<file path="config.mk">
export PLATFORM = sky130hd
export DESIGN_NAME = pps_pwm
export DESIGN_NICKNAME = d
export VERILOG_FILES = /design/src/common/pps_pkg.sv /design/src/hw/pps_pwm.sv
export VERILOG_INCLUDE_DIRS = /design/src /design/src/common
export SDC_FILE = /design/constraint.sdc
export NUM_CORES = 1
export LEC_CHECK = 0
export ABC_AREA = 1
export BUFFER_PORTS_ARGS = -buffer_cell sky130_fd_sc_hd__buf_2
export CAP_MARGIN = 20
export CELL_PAD_IN_SITES_DETAIL_PLACEMENT = 1
export CELL_PAD_IN_SITES_GLOBAL_PLACEMENT = 2
export CORE_MARGIN = 5
export CORE_UTILIZATION = 23
export CTS_CLUSTER_SIZE = 40
export DETAILED_ROUTE_END_ITERATION = 12
export GPL_TIMING_DRIVEN = 0
export PLACE_DENSITY = 0.56
export SLEW_MARGIN = 5
export SYNTH_ARGS = -nofsm -noshare
export SYNTH_HDL_FRONTEND = slang
export SYNTH_SLANG_ARGS = --single-unit
</file>
<file path="constraint.sdc">
create_clock -name pclk -period 3.65 [get_ports pclk]
set_input_delay 0.5475 -clock pclk [delete_from_list [all_inputs] [get_ports pclk]]
set_output_delay 0.5475 -clock pclk [all_outputs]
set_load 0.01 [all_outputs]
</file>
<file path="src/common/pps_params.svh">
// Register map, field positions, reset values and sizes of the PWM period, duty and shutdown block
`ifndef PPS_PARAMS_SVH
`define PPS_PARAMS_SVH

// Byte offsets; each register takes one aligned 32-bit word
`define PPS_OFF_PERIOD 8'h00
`define PPS_OFF_DUTY 8'h20
`define PPS_OFF_COUNTER 8'h40
`define PPS_OFF_ENABLE 8'h60
`define PPS_OFF_START_LEVEL 8'h64
`define PPS_OFF_CENTRE_ALIGN 8'h68
`define PPS_OFF_SHUTDOWN 8'h6C
`define PPS_OFF_IRQ_STATUS 8'h70
`define PPS_OFF_IRQ_MASK 8'h74

// Shutdown control field positions
`define PPS_SDN_FLAG 7
`define PPS_SDN_IRQ_EN 6
`define PPS_SDN_RESTART 5
`define PPS_SDN_LEVEL 4
`define PPS_SDN_PIN_STATE 2
`define PPS_SDN_ACTIVE_LEVEL 1
`define PPS_SDN_ENABLE 0

// Interrupt status and mask field position
`define PPS_IRQ_SHUTDOWN 0

// Sizes and reset values
`define PPS_MAX_CH 8
`define PPS_ADDR_W 8
`define PPS_RESET_BYTE 8'h00
`define PPS_RESET_WORD 32'h0000_0000

`endif

</file>
<file path="src/common/pps_pkg.sv">
// Types of the PWM period, duty and shutdown block
`include "pps_params.svh"

package pps_pkg;

	typedef logic [`PPS_MAX_CH-1:0][7:0] pps_bytes_type;

	// Whole state of the block, registered in one place
	typedef struct packed {
		pps_bytes_type cnt;
		pps_bytes_type per_buf;
		pps_bytes_type per_act;
		pps_bytes_type dty_buf;
		pps_bytes_type dty_act;
		logic [`PPS_MAX_CH-1:0] dir_down;
		logic [`PPS_MAX_CH-1:0] wave;
		logic [`PPS_MAX_CH-1:0] halt;
		logic [`PPS_MAX_CH-1:0] pin;
		logic [`PPS_MAX_CH-1:0] ena;
		logic [`PPS_MAX_CH-1:0] start_level;
		logic [`PPS_MAX_CH-1:0] centre;
		logic sdn_en;
		logic irq_en;
		logic force_level;
		logic active_level;
		logic flag;
		logic sync1;
		logic sync2;
		logic prev;
		logic [31:0] rdata;
	} pps_state_type;

endpackage : pps_pkg

</file>
<file path="src/hw/pps_pwm.sv">
// PWM channel period and duty comparison with emergency shutdown, APB register slave
//
// Overview of operation
// - Period is tick period times value, doubled centred
// - Zero period holds output at start level
// - High fraction follows start level and duty ratio
// - Zero duty holds output opposite start level
// - Counter equal to duty toggles output
// - Shutdown disabled ignores restart bit five; bits six, four and one are still stored
// - Pin change sets flag; write one clears
// - Flag and enable raise interrupt request
// - Restart resumes at counter zero, reads zero
// - Removed shutdown resumes outputs at counter zero
// - Active shutdown forces all outputs to level
// - Bit two reads channel seven pin state
// - Bit one selects shutdown input active level
// - Enable bit makes pin input, arms shutdown
// - Left counts to period minus one; centred up-down
// - Start level bit sets first output state
// - Period and duty buffered until period end
//
// Design decisions made here: the register offsets and register access over APB.
`timescale 1ns/10ps
`default_nettype none
`include "pps_params.svh"

module pps_pwm
	import pps_pkg::*;
#(
	parameter int NUM_CH = `PPS_MAX_CH
)
(
	input wire logic pclk,
	input wire logic presetn,
	input wire logic psel,
	input wire logic penable,
	input wire logic pwrite,
	input wire logic [`PPS_ADDR_W-1:0] paddr,
	input wire logic [31:0] pwdata,
	output logic [31:0] prdata,
	output logic pready,
	output logic pslverr,
	input wire logic [NUM_CH-1:0] chan_tick,
	output logic [NUM_CH-1:0] pwm_out,
	input wire logic ch7_pin_in,
	output logic ch7_pin_out,
	output logic ch7_pin_oe_n,
	output logic irq
);

	////////////////////////////////////////////////////////////////////////////////
	// Elaboration checks

	generate
		if (NUM_CH < 1 || NUM_CH > `PPS_MAX_CH)
		begin : g_bad_ch
			$error("pps_pwm: NUM_CH must lie between 1 and 8");
		end
	endgenerate

	////////////////////////////////////////////////////////////////////////////////
	// Address decoding

	// True when the address falls in the eight-word group at base
	function automatic logic in_group(input logic [`PPS_ADDR_W-1:0] addr, input logic [`PPS_ADDR_W-1:0] base);
		in_group = (addr[7:5] == base[7:5]);
	endfunction : in_group

	// Channel number of an address inside a group
	function automatic int unsigned chan_of(input logic [`PPS_ADDR_W-1:0] addr);
		chan_of = int'(addr[4:2]);
	endfunction : chan_of

	// True when the address names a register of this block
	function automatic logic is_mapped(input logic [`PPS_ADDR_W-1:0] addr);
		logic grp;
		grp = in_group(addr, `PPS_OFF_PERIOD) || in_group(addr, `PPS_OFF_DUTY) || in_group(addr, `PPS_OFF_COUNTER);
		is_mapped = (grp && (chan_of(addr) < NUM_CH)) || addr == `PPS_OFF_ENABLE
			|| addr == `PPS_OFF_START_LEVEL || addr == `PPS_OFF_CENTRE_ALIGN || addr == `PPS_OFF_SHUTDOWN
			|| addr == `PPS_OFF_IRQ_STATUS || addr == `PPS_OFF_IRQ_MASK;
	endfunction : is_mapped

	////////////////////////////////////////////////////////////////////////////////
	// State

	pps_state_type state_reg;
	pps_state_type state_next;

	logic wr_acc;
	logic rd_setup;
	logic shutdown_active;
	logic pin_change;
	logic restart_wr;
	logic [7:0] sdn_view;
	logic [NUM_CH-1:0] cnt_wr;

	// Access phase accepts at once; a wait state buys nothing here
	assign pready = 1'b1;
	assign pslverr = psel && penable && !is_mapped(paddr);
	assign wr_acc = psel && penable && pwrite && is_mapped(paddr);
	assign rd_setup = psel && !penable && !pwrite;
	assign prdata = state_reg.rdata;

	// Only the second synchroniser stage is looked at
	assign pin_change = state_reg.sdn_en && (state_reg.sync2 != state_reg.prev);
	assign shutdown_active = state_reg.sdn_en && (state_reg.sync2 == state_reg.active_level);
	assign restart_wr = wr_acc && paddr == `PPS_OFF_SHUTDOWN && pwdata[`PPS_SDN_RESTART] && state_reg.sdn_en;

	// Read view of shutdown control; restart always reads zero
	always_comb
	begin
		sdn_view = `PPS_RESET_BYTE;
		sdn_view[`PPS_SDN_FLAG] = state_reg.flag;
		sdn_view[`PPS_SDN_IRQ_EN] = state_reg.irq_en;
		sdn_view[`PPS_SDN_LEVEL] = state_reg.force_level;
		sdn_view[`PPS_SDN_PIN_STATE] = state_reg.sync2;
		sdn_view[`PPS_SDN_ACTIVE_LEVEL] = state_reg.active_level;
		sdn_view[`PPS_SDN_ENABLE] = state_reg.sdn_en;
	end

	// Counter write strobes, one per channel
	always_comb
	begin
		cnt_wr = '0;
		for (int c = 0; c < NUM_CH; c++)
		begin
			cnt_wr[c] = wr_acc && in_group(paddr, `PPS_OFF_COUNTER) && chan_of(paddr) == c;
		end
	end

	////////////////////////////////////////////////////////////////////////////////
	// Next state

	always_comb
	begin
		state_next = state_reg;

		// Shutdown input: two flip-flops, then a copy for change detection
		state_next.sync1 = ch7_pin_in;
		state_next.sync2 = state_reg.sync1;
		state_next.prev = state_reg.sync2;

		// Read data captured in the setup phase, presented in the access phase
		if (rd_setup)
		begin
			state_next.rdata = `PPS_RESET_WORD;
			if (in_group(paddr, `PPS_OFF_PERIOD) && chan_of(paddr) < NUM_CH)
				state_next.rdata[7:0] = state_reg.per_buf[chan_of(paddr)];
			else if (in_group(paddr, `PPS_OFF_DUTY) && chan_of(paddr) < NUM_CH)
				state_next.rdata[7:0] = state_reg.dty_buf[chan_of(paddr)];
			else if (in_group(paddr, `PPS_OFF_COUNTER) && chan_of(paddr) < NUM_CH)
				state_next.rdata[7:0] = state_reg.cnt[chan_of(paddr)];
			else if (paddr == `PPS_OFF_ENABLE)
				state_next.rdata[`PPS_MAX_CH-1:0] = state_reg.ena;
			else if (paddr == `PPS_OFF_START_LEVEL)
				state_next.rdata[`PPS_MAX_CH-1:0] = state_reg.start_level;
			else if (paddr == `PPS_OFF_CENTRE_ALIGN)
				state_next.rdata[`PPS_MAX_CH-1:0] = state_reg.centre;
			else if (paddr == `PPS_OFF_SHUTDOWN)
				state_next.rdata[7:0] = sdn_view;
			else if (paddr == `PPS_OFF_IRQ_STATUS)
				state_next.rdata[`PPS_IRQ_SHUTDOWN] = state_reg.flag;
			else if (paddr == `PPS_OFF_IRQ_MASK)
				state_next.rdata[`PPS_IRQ_SHUTDOWN] = state_reg.irq_en;
		end

		// Plain control writes
		if (wr_acc)
		begin
			if (paddr == `PPS_OFF_ENABLE)
				state_next.ena = pwdata[`PPS_MAX_CH-1:0];
			if (paddr == `PPS_OFF_START_LEVEL)
				state_next.start_level = pwdata[`PPS_MAX_CH-1:0];
			if (paddr == `PPS_OFF_CENTRE_ALIGN)
				state_next.centre = pwdata[`PPS_MAX_CH-1:0];
			if (paddr == `PPS_OFF_SHUTDOWN)
			begin
				state_next.irq_en = pwdata[`PPS_SDN_IRQ_EN];
				state_next.force_level = pwdata[`PPS_SDN_LEVEL];
				state_next.active_level = pwdata[`PPS_SDN_ACTIVE_LEVEL];
				state_next.sdn_en = pwdata[`PPS_SDN_ENABLE];
			end
			if (paddr == `PPS_OFF_IRQ_MASK)
				state_next.irq_en = pwdata[`PPS_IRQ_SHUTDOWN];
		end

		// Change flag: write one clears, a change in the same cycle wins
		if (wr_acc && paddr == `PPS_OFF_SHUTDOWN && pwdata[`PPS_SDN_FLAG])
			state_next.flag = 1'b0;
		if (wr_acc && paddr == `PPS_OFF_IRQ_STATUS && pwdata[`PPS_IRQ_SHUTDOWN])
			state_next.flag = 1'b0;
		if (pin_change)
			state_next.flag = 1'b1;

		// Channel timers
		for (int c = 0; c < NUM_CH; c++)
		begin
			logic [7:0] per_now;
			logic [7:0] dty_now;
			logic [7:0] cnt_new;
			logic wrap;
			logic ticked;
			per_now = state_reg.per_act[c];
			dty_now = state_reg.dty_act[c];
			cnt_new = state_reg.cnt[c];
			wrap = 1'b0;
			ticked = 1'b0;

			// Buffered writes; a stopped channel takes them at once
			if (wr_acc && in_group(paddr, `PPS_OFF_PERIOD) && chan_of(paddr) == c)
				state_next.per_buf[c] = pwdata[7:0];
			if (wr_acc && in_group(paddr, `PPS_OFF_DUTY) && chan_of(paddr) == c)
				state_next.dty_buf[c] = pwdata[7:0];

			if (cnt_wr[c])
			begin
				// Counter write restarts the waveform with fresh values
				cnt_new = 8'h00;
				wrap = 1'b1;
				state_next.dir_down[c] = 1'b0;
			end
			else if (!state_reg.ena[c])
			begin
				// Stopped counter holds; a zero period resets it on the next tick
				if (chan_tick[c] && per_now == 8'h00)
					cnt_new = 8'h00;
			end
			else if (chan_tick[c])
			begin
				ticked = 1'b1;
				if (!state_reg.centre[c])
				begin
					// Left aligned: 0 .. period-1, period end reloads
					if (state_reg.cnt[c] >= per_now - 8'h01 || per_now == 8'h00)
					begin
						cnt_new = 8'h00;
						wrap = 1'b1;
					end
					else
						cnt_new = state_reg.cnt[c] + 8'h01;
				end
				else if (!state_reg.dir_down[c])
				begin
					// Centred rising half: turn at period, twice the length
					cnt_new = (state_reg.cnt[c] >= per_now) ? state_reg.cnt[c] - 8'h01 : state_reg.cnt[c] + 8'h01;
					state_next.dir_down[c] = (state_reg.cnt[c] + 8'h01 >= per_now);
					if (per_now == 8'h00)
					begin
						cnt_new = 8'h00;
						state_next.dir_down[c] = 1'b0;
						wrap = 1'b1;
					end
				end
				else
				begin
					// Centred falling half: period ends back at zero
					cnt_new = state_reg.cnt[c] - 8'h01;
					if (state_reg.cnt[c] <= 8'h01)
					begin
						cnt_new = 8'h00;
						state_next.dir_down[c] = 1'b0;
						wrap = 1'b1;
					end
				end
			end
			state_next.cnt[c] = cnt_new;

			// Active values follow buffers at period end, counter write, or while stopped
			if (wrap || !state_reg.ena[c])
			begin
				state_next.per_act[c] = state_next.per_buf[c];
				state_next.dty_act[c] = state_next.dty_buf[c];
			end

			// Output flip-flop: start level at each period, toggle on duty match
			if (wrap)
				state_next.wave[c] = state_reg.start_level[c];
			else if (ticked && cnt_new == dty_now)
				state_next.wave[c] = !state_reg.wave[c];

			// Hold outputs from shutdown or restart until the counter reaches zero
			if (shutdown_active || (restart_wr && state_reg.ena[c]))
				state_next.halt[c] = 1'b1;
			else if (state_reg.halt[c] && (cnt_new == 8'h00) && (wrap || !state_reg.ena[c]))
				state_next.halt[c] = 1'b0;

			// Pin value: shutdown forcing first, then boundary cases
			if (shutdown_active || state_reg.halt[c])
				state_next.pin[c] = state_reg.force_level;
			else if (!state_reg.ena[c])
				state_next.pin[c] = state_reg.start_level[c];
			else if (state_reg.per_act[c] == 8'h00)
				state_next.pin[c] = state_reg.start_level[c];
			else if (state_reg.dty_act[c] == 8'h00)
				state_next.pin[c] = !state_reg.start_level[c];
			else
				state_next.pin[c] = state_reg.wave[c];
		end
	end

	////////////////////////////////////////////////////////////////////////////////
	// State register

	always_ff @(posedge pclk or negedge presetn)
	begin
		if (!presetn)
			state_reg <= '0;
		else
			state_reg <= state_next;
	end

	////////////////////////////////////////////////////////////////////////////////
	// Outputs

	assign pwm_out = state_reg.pin[NUM_CH-1:0];
	assign ch7_pin_out = state_reg.pin[NUM_CH-1];
	// Pin turns to input while shutdown is armed
	assign ch7_pin_oe_n = state_reg.sdn_en;
	// Level interrupt, gated off entirely when shutdown is disarmed
	assign irq = state_reg.flag && state_reg.irq_en && state_reg.sdn_en;

endmodule : pps_pwm
`default_nettype wire

</file>
* Word-level counts from Yosys, hierarchy flattened *
Index checks and enable logic that the tools add are counted.

word-level totals
  bits in registers = 392
  bits in latches = 0
  memory bits (writable) = 0
  ROM bits = 0
  input port bits = 54
  output and inout bits = 45
  logic and storage cells = 715
  memories kept = 0

operators by class
  add/sub/neg operators = 24
  $mul = 0
  divide/modulo/power cells = 0
  order comparisons = 33
  eq/ne operators = 25
  shift-type cells = 0
  muxes and demuxes = 325
  bitwise logic cells = 0
  reduce and logical (&&, ||, !) cells = 231

operators by type and width
  cell                 count
  $mux 8               105
  $mux 1               215
  $ge 8x8->1           24
  $logic_not 8->1      24
  $sub 8x1->8 const B  16
  $logic_and 1x1->1    83
  $reduce_bool 2->1    41
  $bmux 8 s3           3
  $add 8x1->8 const B  8
  $eq 8x8->1           8
  $le 8x1->1 const B   8
  $eq 8x7->1 const B   6
  $logic_or 1x1->1     40
  $logic_not 1->1      27
  $reduce_and 3->1     8
  $eq 3x3->1 const B   4
  $reduce_and 2->1     5
  $eq 3x2->1 const B   3
  $mux 7               1
  $eq 3x1->1 const B   2
  $logic_not 3->1      2
  $lt 3x4->1 const B   1
  $mux 3               1
  $reduce_bool 3->1    1
  2 further kinds      2

* Longest topological paths before layout *
  word-level depth = 18
  depth in mapped cells = 26
  depth with buffers taken out = 26

* Worst setup path after synthesis *
Ideal clock, no wire load.

  kind = reg-to-reg
  start = register state_reg[258] (netlist name)
  end = register state_reg[128] (netlist name)
  setup time = 132 ps
  data arrival time = 2,753 ps
  data required time = 3,518 ps
  path slack = 766 ps
  stages on the path, launching flop included = 19
  path buffers = 1
  period minus slack after synthesis = 2,884 ps
  path through = dfrtp_1 -> inv_1 -> nand3_1 -> nor2_1 -> nand3_1 -> xor2_1 -> ha_1 -> a21oi_1 -> o21a_1 -> nand4_1 -> o21ai_0 -> inv_1 -> a21oi_1 -> inv_1 -> nor2_1 -> inv_1 -> buf_1 -> nand2_1 -> o21ai_0

on the way
  longest elaborated chain between the ends = 9
  elaborated cells between the ends (all ways) = 12
  those cells by class = add/sub: 1; order compare: 1; mux: 7; reduce/logical: 3

ends and longest elaborated chain
  item                    line            text
  start, declared         pps_pwm.sv:86   pps_state_type state_reg;
  start signal, assigned  pps_pwm.sv:309  state_reg <= state_next;
  $sub 8x1->8             pps_pwm.sv:234  if (state_reg.cnt[c] >= per_now - 8'h01 || per_now == 8'h00)
  $ge 8x8->1              pps_pwm.sv:234
  $logic_or 1x1->1        pps_pwm.sv:234
  $mux 1                  pps_pwm.sv:234
  $mux 1 *                pps_pwm.sv:231  if (!state_reg.centre[c])
  $mux 1 *                pps_pwm.sv:228  else if (chan_tick[c])
  $mux 1 *                pps_pwm.sv:222  else if (!state_reg.ena[c])
  $mux 1 *                pps_pwm.sv:215  if (cnt_wr[c])
  $logic_or 1x1->1 *      pps_pwm.sv:269  if (wrap || !state_reg.ena[c])

Mark *: on every way between the ends. The rest lies on a longest branch, timed or not.
A chain may end at the register's enable or synchronous reset.

* Final worst setup path *
  start = input paddr[1]
  end = register state_reg[77] (netlist name)

on the way
  longest elaborated chain between the ends = 15
  elaborated cells between the ends (all ways) = 28
  those cells by class = eq/ne: 6; mux: 3; reduce/logical: 19

ends and longest elaborated chain
  item                                            line            text
  start, declared                                 pps_pwm.sv:38   input wire logic [`PPS_ADDR_W-1:0] paddr,
  $eq 8x7->1 (no source line)                     -
  $logic_or 1x1->1 (no source line) (6 in a row)  -
  $logic_and 1x1->1                               pps_pwm.sv:100  assign wr_acc = psel && penable && pwrite && is_mapped(paddr);
  $logic_and 1x1->1 (2 in a row)                  pps_pwm.sv:127  cnt_wr[c] = wr_acc && in_group(paddr, `PPS_OFF_COUNTER) && chan_of(paddr) == c;
  $mux 8                                          pps_pwm.sv:215
  $logic_not 8->1                                 pps_pwm.sv:284  else if (state_reg.halt[c] && (cnt_new == 8'h00) && (wrap || !state_reg.ena[c]))
  $logic_and 1x1->1 (2 in a row)                  pps_pwm.sv:284
  $reduce_bool 2->1 (no source line)              -

Parallel ways exist; a longest one is shown, timed or not.

==> run_results.csv <==
group,metric,value,unit
cts,cts.htree.levels,2,
timing,finalCriticalPeriod,3.62,ns
cts,numCtsBuffers,53,
placed_design,port-buffer-count,46,
setup_path,cp_cell_sequence,"buf_2 > nor2_1 > inv_1 > nor3_1 > inv_1 > nor2_2 > nand3_2 > o21ai_0 > a21o_1",
placed_design,placed_cells,6185,
yosys,yosysSeqAreaShare,0.329,
timing,final-setup-viol-count,0,
yosys,avgSynthCellArea,6.84,um^2
route,drt-initial-drc-count,1842,
grt,grt_pass1_wl,207000,um
final_layout,nets,4797,
cts,clock-sinks,392,
min_path,hold_depth,3,
power_and_ir_drop,leakage,17.8,nW
final_layout,drive_gt1_frac,0.0778,
die,core,0.129,mm^2
setup_path,cp_num_cells,9,
setup_path,worst_ep_required_time,4.22,ns
timing,relSlewSlack,0.221,
final_layout,largest_reg_flops,369,
yosys,syn_inst,4365,
grt,gr-usage-all-layers,0.200,
route,ant_nets,0,
timing,finalCritPeriodShare,0.991,
placed_design,place.gp.congestion,0.897,
setup_path,path_buf_inv,3,
cts,clk_path_buf_depth,3,
setup_path,crit_path_top_delay_cell,"nor3_1",
grt,antenna_found_initial,5,
setup_path,reg2reg_to,"state_reg[113]",
route,detailedRoute.firstPassIterationCount,5,
setup_path,cp-start-kind,"input port",
grt,grt_max_degree,97,
timing,drv_slew,0,
timing,fmax,277,MHz
yosys,synth.distinct_cells,57,
timing,finalHoldViolations,0,
route,remaining_drc_errors,0,
route,wl_per_cell,22.0,um
setup_path,critical-path-top-delay-family,"simple AND/OR/NAND/NOR gates",
yosys,syn_area,0.0298,mm^2
setup_path,critPathArrivalTime,4.19,ns
route,via_per_inst,4.69,
yosys,synthFlopType,"dfrtp_1",
die,placementRows,132,
yosys,yosysTopAreaCellShare,0.329,
grt,grt_overflow,0,
cts,root_buffer,"clkbuf_16",
placed_design,pre_cts_ws,-0.965,ns
timing,fin_skew,0.0225,ns
grt,grt_pass1_vias,30579,
die,die_height,370,um
cts,path_clk_slew,0.06,ns
min_path,hp-start,"pwdata[1]",
power_and_ir_drop,vdd_drop_max,0.000303,V
timing,rsz0062_at_grt,"yes",
final_layout,instances_no_fill,6307,
yosys,async_flop_share,1.00,
setup_path,cp-end-kind,"flip-flop",
placed_design,dp_hpwl,110000,um
yosys,yosysTopAreaCell,"dfrtp_1",
setup_path,crit_fanout,10,
timing,setup_ws,0.0336,ns
min_path,hp-class,"in -> reg",
final_layout,area_delta_synth_final,16.2,%
die,die_x,370,um
cts,cts_tree,"yes",
route,wirelength,139000,um
flow_run,cap_violations,0,
setup_path,max_stage_delay,0.70,ns
yosys,synth_edf_count,0,
yosys,synth_seq_cells,392,
die,die_area,0.137,mm^2
outcome,outcome,"finished clean",
yosys,yosysWarnings,0,
yosys,synth_area_leaders,"dfrtp_1 33%, nand2_1 16%, ha_1 9.4%",
setup_path,reg2reg_depth,16,
cts,clock_latency,0.63,ns
setup_path,crit_path_frequent_cell,"inv_1",
setup_path,critical_path_class,"in -> reg",
die,io_pins,99,
timing,worst_pin_slew,1.17,ns
route,vias,29610,
die,start_util,0.231,
power_and_ir_drop,power_density,392,mW/mm^2
setup_path,rrSetupSlack,0.24,ns
setup_path,r2r-start,"state_reg[240]",
min_path,min_to,"sdn_view[1]",
layout make-up:
class	count	area, um^2
clock buffer	78	1550
tap	1742	2180
timing repair buffer	76	572
antenna	3	7.51
clock inverter	20	189
fill	16086	94500
inverter	681	2560
buffer	165	837
sequential	392	9810
multi-input combinational	3150	17000
placed cells by master (no fill, tap or decap), types with 61 or more instances in the layout:
cell type | Yosys | routed
buf_4 | 42 | 61
nand4_1 | 102 | 102
clkbuf_1 | 96 | 92
xor2_1 | 87 | 87
nor2_1 | 313 | 300
a21oi_1 | 141 | 136
nand3_1 | 263 | 254
o21ai_0 | 370 | 361
dfrtp_1 | 392 | 388
o21a_1 | 80 | 80
ha_1 | 224 | 219
buf_2 | 21 | 68
inv_1 | 664 | 650
nand2_1 | 1243 | 1229
kinds of logic after synthesis:
logic type | Yosys count | share of synthesized area
AND/OR/NAND/NOR | 1998 | 0.277
XOR/XNOR | 101 | 0.0296
adder cells (fa/ha/maj) | 224 | 0.0939
multiplexers | 3 | 0.00105
other | 2 | 0.000252
buffers and inverters | 846 | 0.113
flip-flops | 392 | 0.329
AO/OA/AOI/OAI | 799 | 0.156
timing repair:
action	in CTS	in global routing
pin swaps	5	8
endpoints found under the setup margin	109	123
setup buffers	7	11
hold buffers	2	0
hold endpoints to repair	39	0
gates resized for setup	22	100
power by group:
group          internal, W  switching, W  total [W]
registers          0.00456      0.000319    0.00488
clock network      0.00315       0.00222    0.00536
logic              0.00108       0.00227    0.00335
total              0.00879       0.00481     0.0136
worst register-to-register path, stage by stage, from the launching register on:
cell and delay [ns]:
dfrtp_1 0.40, inv_2 0.11, buf_4 0.12, nand4_1 0.15, nor3_1 0.22, xor2_1 0.18
ha_1 0.26, a21o_1 0.18, nor2_1 0.11, nand4_1 0.23, o21ai_2 0.26, inv_1 0.11
a21oi_2 0.21, nand2_1 0.23, clkbuf_2 0.29, nand2_1 0.13, o21ai_0 0.09
layer usage:
layer	global-route usage	wire length [um]	part of all wire	up-vias
li1	-	-	-	14474
met4	0.0403	2530	0.018	0
met1	0.294	70400	0.51	14587
met5	0	0	0	-
met2	0.318	61300	0.44	429
met3	0.0177	4280	0.031	120
cell usage after synthesis, types with 4 or more instances:
cell type     n
nand2_1    1243
inv_1       664
dfrtp_1     392
o21ai_0     370
nor2_1      313
nand3_1     263
ha_1        224
a21oi_1     141
nand4_1     102
clkbuf_1     96
xor2_1       87
o21a_1       80
o22ai_1      50
nor3_1       44
buf_4        42
a221oi_1     27
o21ai_1      24
o211ai_1     23
buf_2        21
a21o_1       18
xnor2_1      14
a31oi_1      12
o2111ai_1    11
nor2_2       10
o311ai_0     10
clkinv_1      9
inv_2         7
nand2_2       7
buf_1         5
o21bai_1      5
a21boi_0      4
a311oi_1      4
nand3b_1      4
o31ai_1       4
stage by stage:
stage / power, W / TNS, ns / area (um^2) / utilization / hold slack (ns)
2_1_floorplan: 0.00686 / 0 / 29900 / - / 0.252
3_3_place_gp: 0.00816 / -2830.65 / 32300 / 0.250 / 0.340
3_5_place_dp: 0.00820 / -60.85 / 32500 / 0.252 / 0.339
4_1_cts: 0.0137 / 0 / 34400 / 0.266 / 0.275
5_1_grt: 0.0144 / -0.00163 / 34700 / 0.269 / 0.298
6_report: 0.0136 / 0 / 34700 / 0.269 / 0.319
how the worst max path moves through the flow:
stage,startpoint,to,slack (ns)
2_1_floorplan,state_reg[258],state_reg[128],0.77
3_3_place_gp,presetn,state_reg[397],-7.13
3_5_place_dp,paddr[1],state_reg[77],-0.97
4_1_cts,paddr[1],state_reg[77],0.0003
5_1_grt,state_reg[241],state_reg[116],-0.002
6_report,paddr[1],state_reg[77],0.03
Note: power is estimated with default switching activity, not from simulation.
